File: config.mk
export PLATFORM = sky130hd
export DESIGN_NAME = ocs_device_flat
export DESIGN_NICKNAME = d
export VERILOG_FILES = /design/src/hdl/ocs_pkg.sv /design/src/hdl/ocs_link_if.sv /design/src/hdl/ocs_device.sv /design/src/flat_wrapper.sv
export SDC_FILE = /design/constraint.sdc
export NUM_CORES = 1
export LEC_CHECK = 0
export ABC_AREA = 1
export BUFFER_PORTS_ARGS = -buffer_cell sky130_fd_sc_hd__buf_2
export CAP_MARGIN = 25
export CELL_PAD_IN_SITES_DETAIL_PLACEMENT = 0
export CELL_PAD_IN_SITES_GLOBAL_PLACEMENT = 1
export CORE_UTILIZATION = 35
export CTS_BUF_LIST = sky130_fd_sc_hd__clkbuf_8
export DETAILED_ROUTE_END_ITERATION = 16
export HOLD_SLACK_MARGIN = 0.12
export PLACE_DENSITY_LB_ADDON = 0.25
export SLEW_MARGIN = 0
export SYNTH_ARGS = -nofsm -noshare
export SYNTH_HDL_FRONTEND = slang
export SYNTH_SLANG_ARGS = --single-unit
File: constraint.sdc
create_clock -name clock_in -period 1.9 [get_ports clock_in]
set_input_delay 0.095 -clock clock_in [delete_from_list [all_inputs] [get_ports clock_in]]
set_output_delay 0.095 -clock clock_in [all_outputs]
set_load 0.02 [all_outputs]
File: src/hdl/ocs_pkg.sv
/*
  Shared constants for the offset calibration sequencer: register map,
  field positions, reset values and timing counts.
  Assumes a 40 MHz single clock on both ends.
*/
package ocs_pkg;
  localparam logic [7:0] REG_GAIN_R      = 8'h06;
  localparam logic [7:0] REG_GAIN_G      = 8'h07;
  localparam logic [7:0] REG_GAIN_B      = 8'h08;
  localparam logic [7:0] REG_MAN_OFS_R   = 8'h09;
  localparam logic [7:0] REG_MAN_OFS_G   = 8'h0A;
  localparam logic [7:0] REG_MAN_OFS_B   = 8'h0B;
  localparam logic [7:0] REG_CAL_CTRL    = 8'h0C;
  localparam logic [7:0] REG_INIT_TRIM   = 8'h13;
  localparam logic [7:0] INIT_STEP1      = 8'h06;
  localparam logic [7:0] INIT_STEP2      = 8'h00;
  localparam int         CAL_START_BIT   = 0;
  localparam int         CAL_MODE_BIT    = 1;
  localparam int         CAL_SHORT_BIT   = 2;
  localparam int         MAN_EN_BIT      = 7;
  localparam int         OFS_W           = 7;
  localparam logic [6:0] OFS_MID         = 7'h40;
  localparam logic [7:0] GAIN_RESET      = 8'h40;
  localparam logic [7:0] GAIN_MIN        = 8'h40;
  localparam logic [7:0] GAIN_MAX        = 8'h58;
  localparam int         CLK_MHZ         = 40;
  localparam int         CAL_TIME_NS     = 3000;
  // longest time: rounds down
  localparam int         CAL_CYCLES      = CAL_TIME_NS * CLK_MHZ / 1000;
  localparam int         STEP_CYCLES     = CAL_CYCLES / OFS_W;
  // host-side register map
  localparam logic [1:0] HREG_CMD        = 2'h0;
  localparam logic [1:0] HREG_STATUS     = 2'h1;
  localparam logic [1:0] HREG_IRQ_STAT   = 2'h2;
  localparam logic [1:0] HREG_IRQ_MASK   = 2'h3;
  localparam int         CMD_INIT_BIT    = 0;
  localparam int         CMD_CAL_BIT     = 1;
  localparam int         CMD_CALMODE_BIT = 2;
  localparam int         IRQ_INIT_BIT    = 0;
  localparam int         IRQ_CAL_BIT     = 1;
endpackage

File: src/hdl/ocs_link_if.sv
/*
  Link between host controller and equalizer: a simple parallel register
  write/read port standing in for the serial bus, plus the enable pin.
  Assumes both ends share clock_in.
*/
`timescale 1ns/100ps
`default_nettype none
interface ocs_link_if;
  logic [7:0] addr;
  logic [7:0] wdata;
  logic       wr;
  logic       rd;
  logic [7:0] rdata;
  logic       enable;
  modport device (input addr, wdata, wr, rd, enable, output rdata);
  modport host   (output addr, wdata, wr, rd, enable, input rdata);
endinterface
`default_nettype wire

File: src/hdl/ocs_device.sv
/*
  Equalizer end: control registers, offset calibration sequencer with
  three parallel successive-approximation searches, output enable.
  Assumes comparator inputs are synchronous and settle within a step.
*/
// Behaviour
// host writes 0x06 then 0x00 to 0x13
// writing one to bit 0 starts calibration
// device clears start bit when finished
// calibration shorts inputs, compares output to reference
// SAR picks offset code from comparator result
// calibration finishes within about three microseconds
// offset undefined until first calibration completes
// host calibrates after filter and gain writes
// enable low tri-states all three video outputs
// host programs gain 0x40 up to 0x58; host here writes no gain register, device stores any value
// bit 1 keeps external inputs during calibration
// manual bit selects seven-bit manual offset field
// 7-bit SAR, MSB first, channels in parallel
`timescale 1ns/100ps
`default_nettype none
module ocs_device #(
  parameter int STEP_CYCLES = ocs_pkg::STEP_CYCLES
) (
  input  wire logic       clock_in,     // 40 MHz clock
  input  wire logic       resetn_in,    // async reset, active low
  ocs_link_if.device      link,         // register port and enable
  input  wire logic [2:0] cmp_high_in,  // per channel: output above ref
  output logic [6:0]      dac_red_out,  // red offset converter code
  output logic [6:0]      dac_green_out,// green offset converter code
  output logic [6:0]      dac_blue_out, // blue offset converter code
  output logic            short_out,    // inputs shorted internally
  output logic            cal_busy_out, // calibration running
  output logic            ofs_valid_out,// offset defined
  output logic [2:0]      vid_oe_n_out  // video output enables, low drives
);
  typedef enum logic [1:0] {OCS_IDLE, OCS_STEP, OCS_DONE} ocs_state_t;

  ocs_state_t state;
  logic [7:0] man_ofs [3];
  logic [7:0] gain [3];
  logic [2:0] cal_ctrl;
  logic [7:0] init_trim;
  logic [6:0] sar [3];
  logic [6:0] trial;
  logic [15:0] step_cnt;
  logic [2:0] bit_idx;
  logic       start_req;
  logic       cal_clear;

  function automatic logic [6:0] pick(input logic [7:0] man,
                                      input logic [6:0] cal);
    pick = man[ocs_pkg::MAN_EN_BIT] ? man[6:0] : cal;
  endfunction

  assign start_req = link.wr && link.addr == ocs_pkg::REG_CAL_CTRL &&
                     link.wdata[ocs_pkg::CAL_START_BIT];
  assign cal_clear = (state == OCS_DONE);

  always_ff @(posedge clock_in or negedge resetn_in)
  begin
    if (!resetn_in)
    begin
      cal_ctrl  <= 3'h0;
      init_trim <= 8'h00;
      for (int i = 0; i < 3; i++)
      begin
        man_ofs[i] <= 8'h00;
        gain[i]    <= ocs_pkg::GAIN_RESET;
      end
    end
    else
    begin
      if (link.wr)
      begin
        case (link.addr)
          ocs_pkg::REG_CAL_CTRL:  cal_ctrl <= link.wdata[2:0];
          ocs_pkg::REG_INIT_TRIM: init_trim <= link.wdata;
          ocs_pkg::REG_MAN_OFS_R: man_ofs[0] <= link.wdata;
          ocs_pkg::REG_MAN_OFS_G: man_ofs[1] <= link.wdata;
          ocs_pkg::REG_MAN_OFS_B: man_ofs[2] <= link.wdata;
          ocs_pkg::REG_GAIN_R:    gain[0] <= link.wdata;
          ocs_pkg::REG_GAIN_G:    gain[1] <= link.wdata;
          ocs_pkg::REG_GAIN_B:    gain[2] <= link.wdata;
          default:                ;
        endcase
      end
      // a fresh start in the finishing cycle wins over the clear
      if (cal_clear && !start_req)
        cal_ctrl[ocs_pkg::CAL_START_BIT] <= 1'b0;
    end
  end

  always_ff @(posedge clock_in or negedge resetn_in)
  begin
    if (!resetn_in)
      link.rdata <= 8'h00;
    else if (link.rd)
    begin
      case (link.addr)
        ocs_pkg::REG_CAL_CTRL:  link.rdata <= {5'h00, cal_ctrl};
        ocs_pkg::REG_INIT_TRIM: link.rdata <= init_trim;
        ocs_pkg::REG_MAN_OFS_R: link.rdata <= man_ofs[0];
        ocs_pkg::REG_MAN_OFS_G: link.rdata <= man_ofs[1];
        ocs_pkg::REG_MAN_OFS_B: link.rdata <= man_ofs[2];
        ocs_pkg::REG_GAIN_R:    link.rdata <= gain[0];
        ocs_pkg::REG_GAIN_G:    link.rdata <= gain[1];
        ocs_pkg::REG_GAIN_B:    link.rdata <= gain[2];
        default:                link.rdata <= 8'h00;
      endcase
    end
  end

  // 7 steps of STEP_CYCLES fit inside the 3 us budget
  always_ff @(posedge clock_in or negedge resetn_in)
  begin
    if (!resetn_in)
    begin
      state    <= OCS_IDLE;
      step_cnt <= 16'h0000;
      bit_idx  <= 3'h0;
      trial    <= 7'h00;
      for (int i = 0; i < 3; i++)
        sar[i] <= ocs_pkg::OFS_MID;
    end
    else
    begin
      case (state)
        // a start in the finishing cycle keeps its bit set, so it must run
        OCS_IDLE,
        OCS_DONE:
          if (start_req)
          begin
            state    <= OCS_STEP;
            bit_idx  <= 3'h6;
            trial    <= 7'h40;
            step_cnt <= 16'h0000;
            for (int i = 0; i < 3; i++)
              sar[i] <= ocs_pkg::OFS_MID;
          end
          else
            state <= OCS_IDLE;
        OCS_STEP:
          if (step_cnt == 16'(STEP_CYCLES - 1))
          begin
            step_cnt <= 16'h0000;
            for (int i = 0; i < 3; i++)
            begin
              // output above reference: drop the trial bit  R05
              if (cmp_high_in[i])
                sar[i] <= (sar[i] & ~trial) | (trial >> 1);
              else
                sar[i] <= sar[i] | (trial >> 1);
            end
            trial <= trial >> 1;
            if (bit_idx == 3'h0)
              state <= OCS_DONE;
            else
              bit_idx <= bit_idx - 3'h1;
          end
          else
            step_cnt <= step_cnt + 16'h0001;
        default:
          state <= OCS_IDLE;
      endcase
    end
  end

  always_ff @(posedge clock_in or negedge resetn_in)
  begin
    if (!resetn_in)
    begin
      dac_red_out   <= ocs_pkg::OFS_MID;
      dac_green_out <= ocs_pkg::OFS_MID;
      dac_blue_out  <= ocs_pkg::OFS_MID;
      short_out     <= 1'b0;
      cal_busy_out  <= 1'b0;
      ofs_valid_out <= 1'b0;
      vid_oe_n_out  <= 3'b111;
    end
    else
    begin
      dac_red_out   <= pick(man_ofs[0], sar[0]);
      dac_green_out <= pick(man_ofs[1], sar[1]);
      dac_blue_out  <= pick(man_ofs[2], sar[2]);
      // short bit forces it regardless of mode  R04 R11
      short_out     <= cal_ctrl[ocs_pkg::CAL_SHORT_BIT] ||
                       (state == OCS_STEP &&
                        !cal_ctrl[ocs_pkg::CAL_MODE_BIT]);
      cal_busy_out  <= (state == OCS_STEP);
      if (cal_clear)
        ofs_valid_out <= 1'b1;
      vid_oe_n_out  <= {3{!link.enable}};
    end
  end
endmodule
`default_nettype wire

File: src/flat_wrapper.sv
// flat-port wrapper written by rule: the top's interface ports become plain ports
module ocs_device_flat 
#(
  parameter int STEP_CYCLES = ocs_pkg::STEP_CYCLES
)
  (clock_in, resetn_in, cmp_high_in, dac_red_out, dac_green_out, dac_blue_out, short_out, cal_busy_out, ofs_valid_out, vid_oe_n_out, link_addr, link_wdata, link_wr, link_rd, link_enable, link_rdata);
  ocs_link_if link_i ();
  input  wire logic clock_in;
  input  wire logic resetn_in;
  input  wire logic [2:0] cmp_high_in;
  output logic [6:0] dac_red_out;
  output logic [6:0] dac_green_out;
  output logic [6:0] dac_blue_out;
  output logic short_out;
  output logic cal_busy_out;
  output logic ofs_valid_out;
  output logic [2:0] vid_oe_n_out;
  input wire logic [$bits(link_i.addr)-1:0] link_addr;
  input wire logic [$bits(link_i.wdata)-1:0] link_wdata;
  input wire logic [$bits(link_i.wr)-1:0] link_wr;
  input wire logic [$bits(link_i.rd)-1:0] link_rd;
  input wire logic [$bits(link_i.enable)-1:0] link_enable;
  output wire logic [$bits(link_i.rdata)-1:0] link_rdata;
  assign link_i.addr = link_addr;
  assign link_i.wdata = link_wdata;
  assign link_i.wr = link_wr;
  assign link_i.rd = link_rd;
  assign link_i.enable = link_enable;
  assign link_rdata = link_i.rdata;
  ocs_device #(.STEP_CYCLES(STEP_CYCLES)) u_core (.clock_in(clock_in), .resetn_in(resetn_in), .link(link_i), .cmp_high_in(cmp_high_in), .dac_red_out(dac_red_out), .dac_green_out(dac_green_out), .dac_blue_out(dac_blue_out), .short_out(short_out), .cal_busy_out(cal_busy_out), .ofs_valid_out(ofs_valid_out), .vid_oe_n_out(vid_oe_n_out));
endmodule
Yosys cells after proc, flatten, opt, wreduce, memory -nomap -nowiden
Index checks and enable logic that the tools add are counted.
Cells by class
  $add $sub $neg: 2
  multiply operators: 0
  divide/modulo/power cells: 0
  magnitude comparators: 0
  equality and inequality tests: 15
  shifts and indexed selects: 0
  mux-type cells: 27
  bitwise operators: 10
  reduce and logical (&&, ||, !) cells: 27
Operator list (count)
  one-hot mux 8 bit (8 select lines): 1
  two-way mux 7 bit: 8
  two-way mux 21 bit: 2
  bitwise OR 7 x 6 -> 7 bit: 6
  one-hot mux 21 bit (2 select lines): 1
  equality test 8 x 4 -> 1 bit (second input constant): 5
  two-way mux 16 bit: 2
  one-hot mux 16 bit (2 select lines): 1
  AND reduction 2 bit: 11
  AND 7 bit: 3
  adder 16 x 1 -> 16 bit (second input constant): 1
  equality test 16 x 5 -> 1 bit (second input constant): 1
  equality test 8 x 3 -> 1 bit (second input constant): 2
  one-hot mux 7 bit (2 select lines): 1
  two-way mux 3 bit: 3
  equality test 8 x 5 -> 1 bit (second input constant): 1
  NOT 7 bit: 1
  != test 2 x 1 -> 1 bit (second input constant): 3
  one-hot mux 3 bit (2 select lines): 1
  nonzero test 2 bit: 3
  logical AND 1 bit: 4
  two-way mux 1 bit: 4
  two-way mux 2 bit: 2
  one-hot mux 2 bit (2 select lines): 1
  other kinds (11): 13
Word-level totals
  register bits: 141
  bits in latches: 0
  bits in writable memories: 0
  memory bits (read-only): 0
  word-level logic and storage cells: 105
  memories: 0

Depth between registers and ports, before layout
  depth after elaboration: 7
  mapped depth: 11

Worst setup path after synthesis
OpenSTA, ideal clock, no wires.
  path kind: flip-flop to flip-flop
  start point: register u_core.step_cnt[0]
  end point: register u_core.sar[10] in the netlist's numbering
  arrival time: 1.371 ns
  data required time: 1.771 ns
  path slack: 0.400 ns
  cell stages (with the launch flop): 11
  path through: dfrtp_1 -> inv_1 -> ha_1 -> nand3_1 -> nor2_1 -> nand2_1 -> nor2_4 -> inv_2 -> buf_4 -> nand2_4 -> o21ai_0
Between the ends
  longest elaborated chain between the ends: 3
Ends and longest elaborated chain
  from (decl): line ocs_device.sv:46  | logic [15:0] step_cnt;
  from (signal assigned): line ocs_device.sv:162  | step_cnt <= step_cnt + 16'h0001;
  equality test 16 x 5 -> 1 bit: line ocs_device.sv:144  | if (step_cnt == 16'(STEP_CYCLES - 1))
  != test 2 x 1 -> 1 bit (no source line)
  AND reduction 3 bit (no source line)
  to (signal, indexed assignment): line ocs_device.sv:139  | sar[i] <= ocs_pkg::OFS_MID;
  to (signal, indexed assignment): line ocs_device.sv:151  | sar[i] <= (sar[i] & ~trial) | (trial >> 1);
  to (signal, indexed assignment): line ocs_device.sv:153  | sar[i] <= sar[i] | (trial >> 1);
  to (decl): line ocs_device.sv:44  | logic [6:0] sar [3];
Every way passes these cells.
A chain may end at the register's enable or synchronous reset.

Worst setup path after layout
  start point: register u_core.step_cnt[0]
  end point: register u_core.sar[20] in the netlist's numbering
The elaborated chain is that of the path after synthesis.

==> metrics <==
result of the run completed; Skew-Pair Late Insertion Delay between 400 and 500 ps; register area share after synthesis between 50% and 60%; Initial Util 36.2%; Top Ports around 60; pwr dens 863 nW/um^2; Static Leak approximately 3.7 nW; Post-synth top cells nand2_1 (220), dfrtp_1 (131), nand3_1 (100); remaining global-route overflow 0; Most Frequent Cell on Critical Path nand2_1; vias between 5000 and 6000; compound-cell area share of the yosys netlist 10.6%; Layout Skew 12.0 ps; DRC violations left 0; post-DP HPWL ~12 mm; clk root buf clkbuf_8; final hold viol count 0; measured slew at the worst slew-check pin approximately 550 ps; Rel. slew slack 63.5%; setup tns final 0 ps; Routed Antenna Nets 0; Die X 139 microns; endpoint class of the critical path flip-flop; ANT cells 0; Final Max Slew Viols 0; Period Utilization, post-route between 80% and 90%; Sink Count between 100 and 150; max frequency 586 MHz; gr usage total between 10% and 20%; initial antenna violation count 0; number of synthesized flops with an enable pin 0; mux cell area share after synthesis under 10%; proportion of power drawn by flip-flops and latches 52.4%; Hold WC Path Type primary input to flip-flop; share of cells above drive strength 1 approximately 16%; number of distinct library cells after synthesis 37; Syn Inst Count ~800; Avg Cell Area, Syn 8.38 sq um; area grow syn2layout 15.4%; final wirelength 17.3 mm; Pre-antenna DRT Iters 7; fin cells about 1100; adder-cell share of the synthesized area less than 1%; Synth Register Bits 141; area share of the largest cell type after synthesis 49.6%; # H-tree levels 4; asr flop ratio synth 100%; WL/cell around 16 microns; main combinational cell family by area after synthesis simple AND/OR/NAND/NOR gates; post-synth top area cell dfrtp_1; Post-Synth XOR/XNOR Area less than 1%; CTS tree done; Worst Path Arrival 2090 ps; Mapped Area about 6600 sq um; Max Cap Viol 0; CP Max Fanout 9; Req. time, crit path about 2300 ps; max incr delay on CP around 400 ps; fin area ~7600 sq um; clk buf depth 2; row cnt 49; routability cong. between 0.8 and 0.9; RSZ-0062 raised after global routing true; switching part of the total 29.0%; first-pass GRT wire length between 20 and 30 mm; Peak VDD IR roughly 0.00043 V; port buffer count between 50 and 60; cell-internal power 4.68 mW; Post-Syn Nets 817; crit-path cells inv_1, ha_1, nand3_1, nor2_1, nand2_1, nor2_4, buf_4, nand2_1, o21a_1; Fillers approximately 1900; post-DR vias/cell 5.02; Setup crit start kind flip-flop; Synth warnings 0; Clk pin slew, worst setup/hold paths about 80 ps; vias in the first global route about 5300; count leader, synth nand2_1; top cells by area, synth dfrtp_1 (50%), nand2_1 (12%), nand3_1 (7.6%); die area just under 20000 sq um; area after detailed placement ~7100 sq um; Final nets roughly 890; Critical-path top delay cell dfrtp_1; combinational share of power roughly 15%; Clock power frac approximately 33%; min Tclk post-route approximately 1700 ps; die height around 140 microns; pin count of the biggest net entering global routing 52; post-placement cell count around 1100; Switch Pwr 1.91 mW; core region area around 18000 sq um; post-synthesis simple-gate area fraction a little over a quarter; Initial DRC Count about 360; Final setup viols 0; ys flop type dfrtp_1; total CTS buffers 17; crit path kind flip-flop to flip-flop
[through the flow]
step                      util, %  setup slack [ps]  power, mW  hold WS, ps
after floorplan                 -               400       4.10         -201
after global placement       39.1               173       4.42          100
after detailed placement     39.1               122       4.45         98.8
after CTS                    41.7              90.5       6.67          128
after global routing         41.8             -1.33       6.97          134
final                        41.8               195       6.59          137
[registers in the layout (all words and copies together) (netlist names)]
signal	count
u_core.dac_blue_out	7
u_core.cal_ctrl	3
u_core.state	2
u_core.vid_oe_n_out	1
u_core.dac_red_out	7
u_core.trial	7
u_core.link.rdata	8
u_core.short_out	1
u_core.man_ofs	24
u_core.sar	21
u_core.init_trim	8
u_core.ofs_valid_out	1
u_core.bit_idx	3
u_core.dac_green_out	7
u_core.step_cnt	16
u_core.gain	24
u_core.cal_busy_out	1
[cell type report]
cell class	count	area, sq um	share of cell area, %
flip-flops and latches	141	3540	46.4
multi-input cells	555	2650	34.8
clock inverters	12	87.6	1.15
repair buffers	87	572	7.49
well taps	229	287	3.75
clock buffers	19	262	3.43
inverters	61	233	3.05
[timing repair]
item,in CTS,in global routing
hold buffers,13,0
endpoints found under the hold margin,198,0
endpoints found under the setup margin,0,25
setup buffers,0,2
gates resized for setup,0,2
[worst max-delay path: cells and delay by family (launching register included)]
kind                       cells  cell delay [ps]
buffers and inverters          2              290
adders and majority gates      1              170
AOI/OAI and AO/OA              1              180
and+or+nand+nor                5              610
DFF                            1              400
[path summary, 6_finish.rpt]
path	start	endpoint	slack (ps)	cells after the start
setup / recovery	u_core.step_cnt[0]$_DFFE_PN0P_	u_core.sar[20]$_DFFE_PN1P_	190	9
hold / removal	link_wdata[0]	u_core.cal_ctrl[0]$_DFFE_PN0P_	140	3
setup reg to reg	u_core.step_cnt[0]$_DFFE_PN0P_	u_core.sar[20]$_DFFE_PN1P_	190	9
hold reg to reg	u_core.ofs_valid_out$_DFFE_PN0N_	u_core.ofs_valid_out$_DFFE_PN0N_	470	2
max in group asynchronous	resetn_in	u_core.dac_red_out[6]$_DFF_PN1_	940	3
min in group asynchronous	resetn_in	u_core.gain[23]$_DFFE_PN0P_	180	2
[power by group through the flow]
stage	clock network [mW]	registers (mW)	logic (mW)
global placement	0	3.50	0.921
detailed placement	0	3.51	0.944
finish	2.18	3.45	0.963
floorplan	0	3.49	0.610
global route	2.36	3.49	1.12
CTS	2.25	3.45	0.974
[layer usage]
metal	track usage (%)	vias to the layer above	share of wire, %
met5	0	-	0
met1	25.5	2667	48
met2	30.7	119	47
met3	4.13	22	3.4
li1	-	2732	-
met4	6.02	0	1.8
[kinds of logic after synthesis]
kind of cell | after synthesis
and+or+nand+nor | 401
muxes | 11
adders and majority gates | 4
DFF | 141
xor gates and xnor gates | 2
buffers and inverters | 93
AOI/OAI and AO/OA | 137
[placed cells by master (no fill, tap or decap), drive strengths merged, types with 4 or more instances in the layout]
cell           n
nor3           4
dfstp         10
clkinv         5
buf           74
o21a           4
nand4          8
nand2        223
o21ai        111
clkbuf        19
mux2          11
dfrtp        131
nand3        103
dlygate4sd3   13
nor2          59
inv           66
a21oi         19
ha             4
Power figures use the tool's default switching activity.
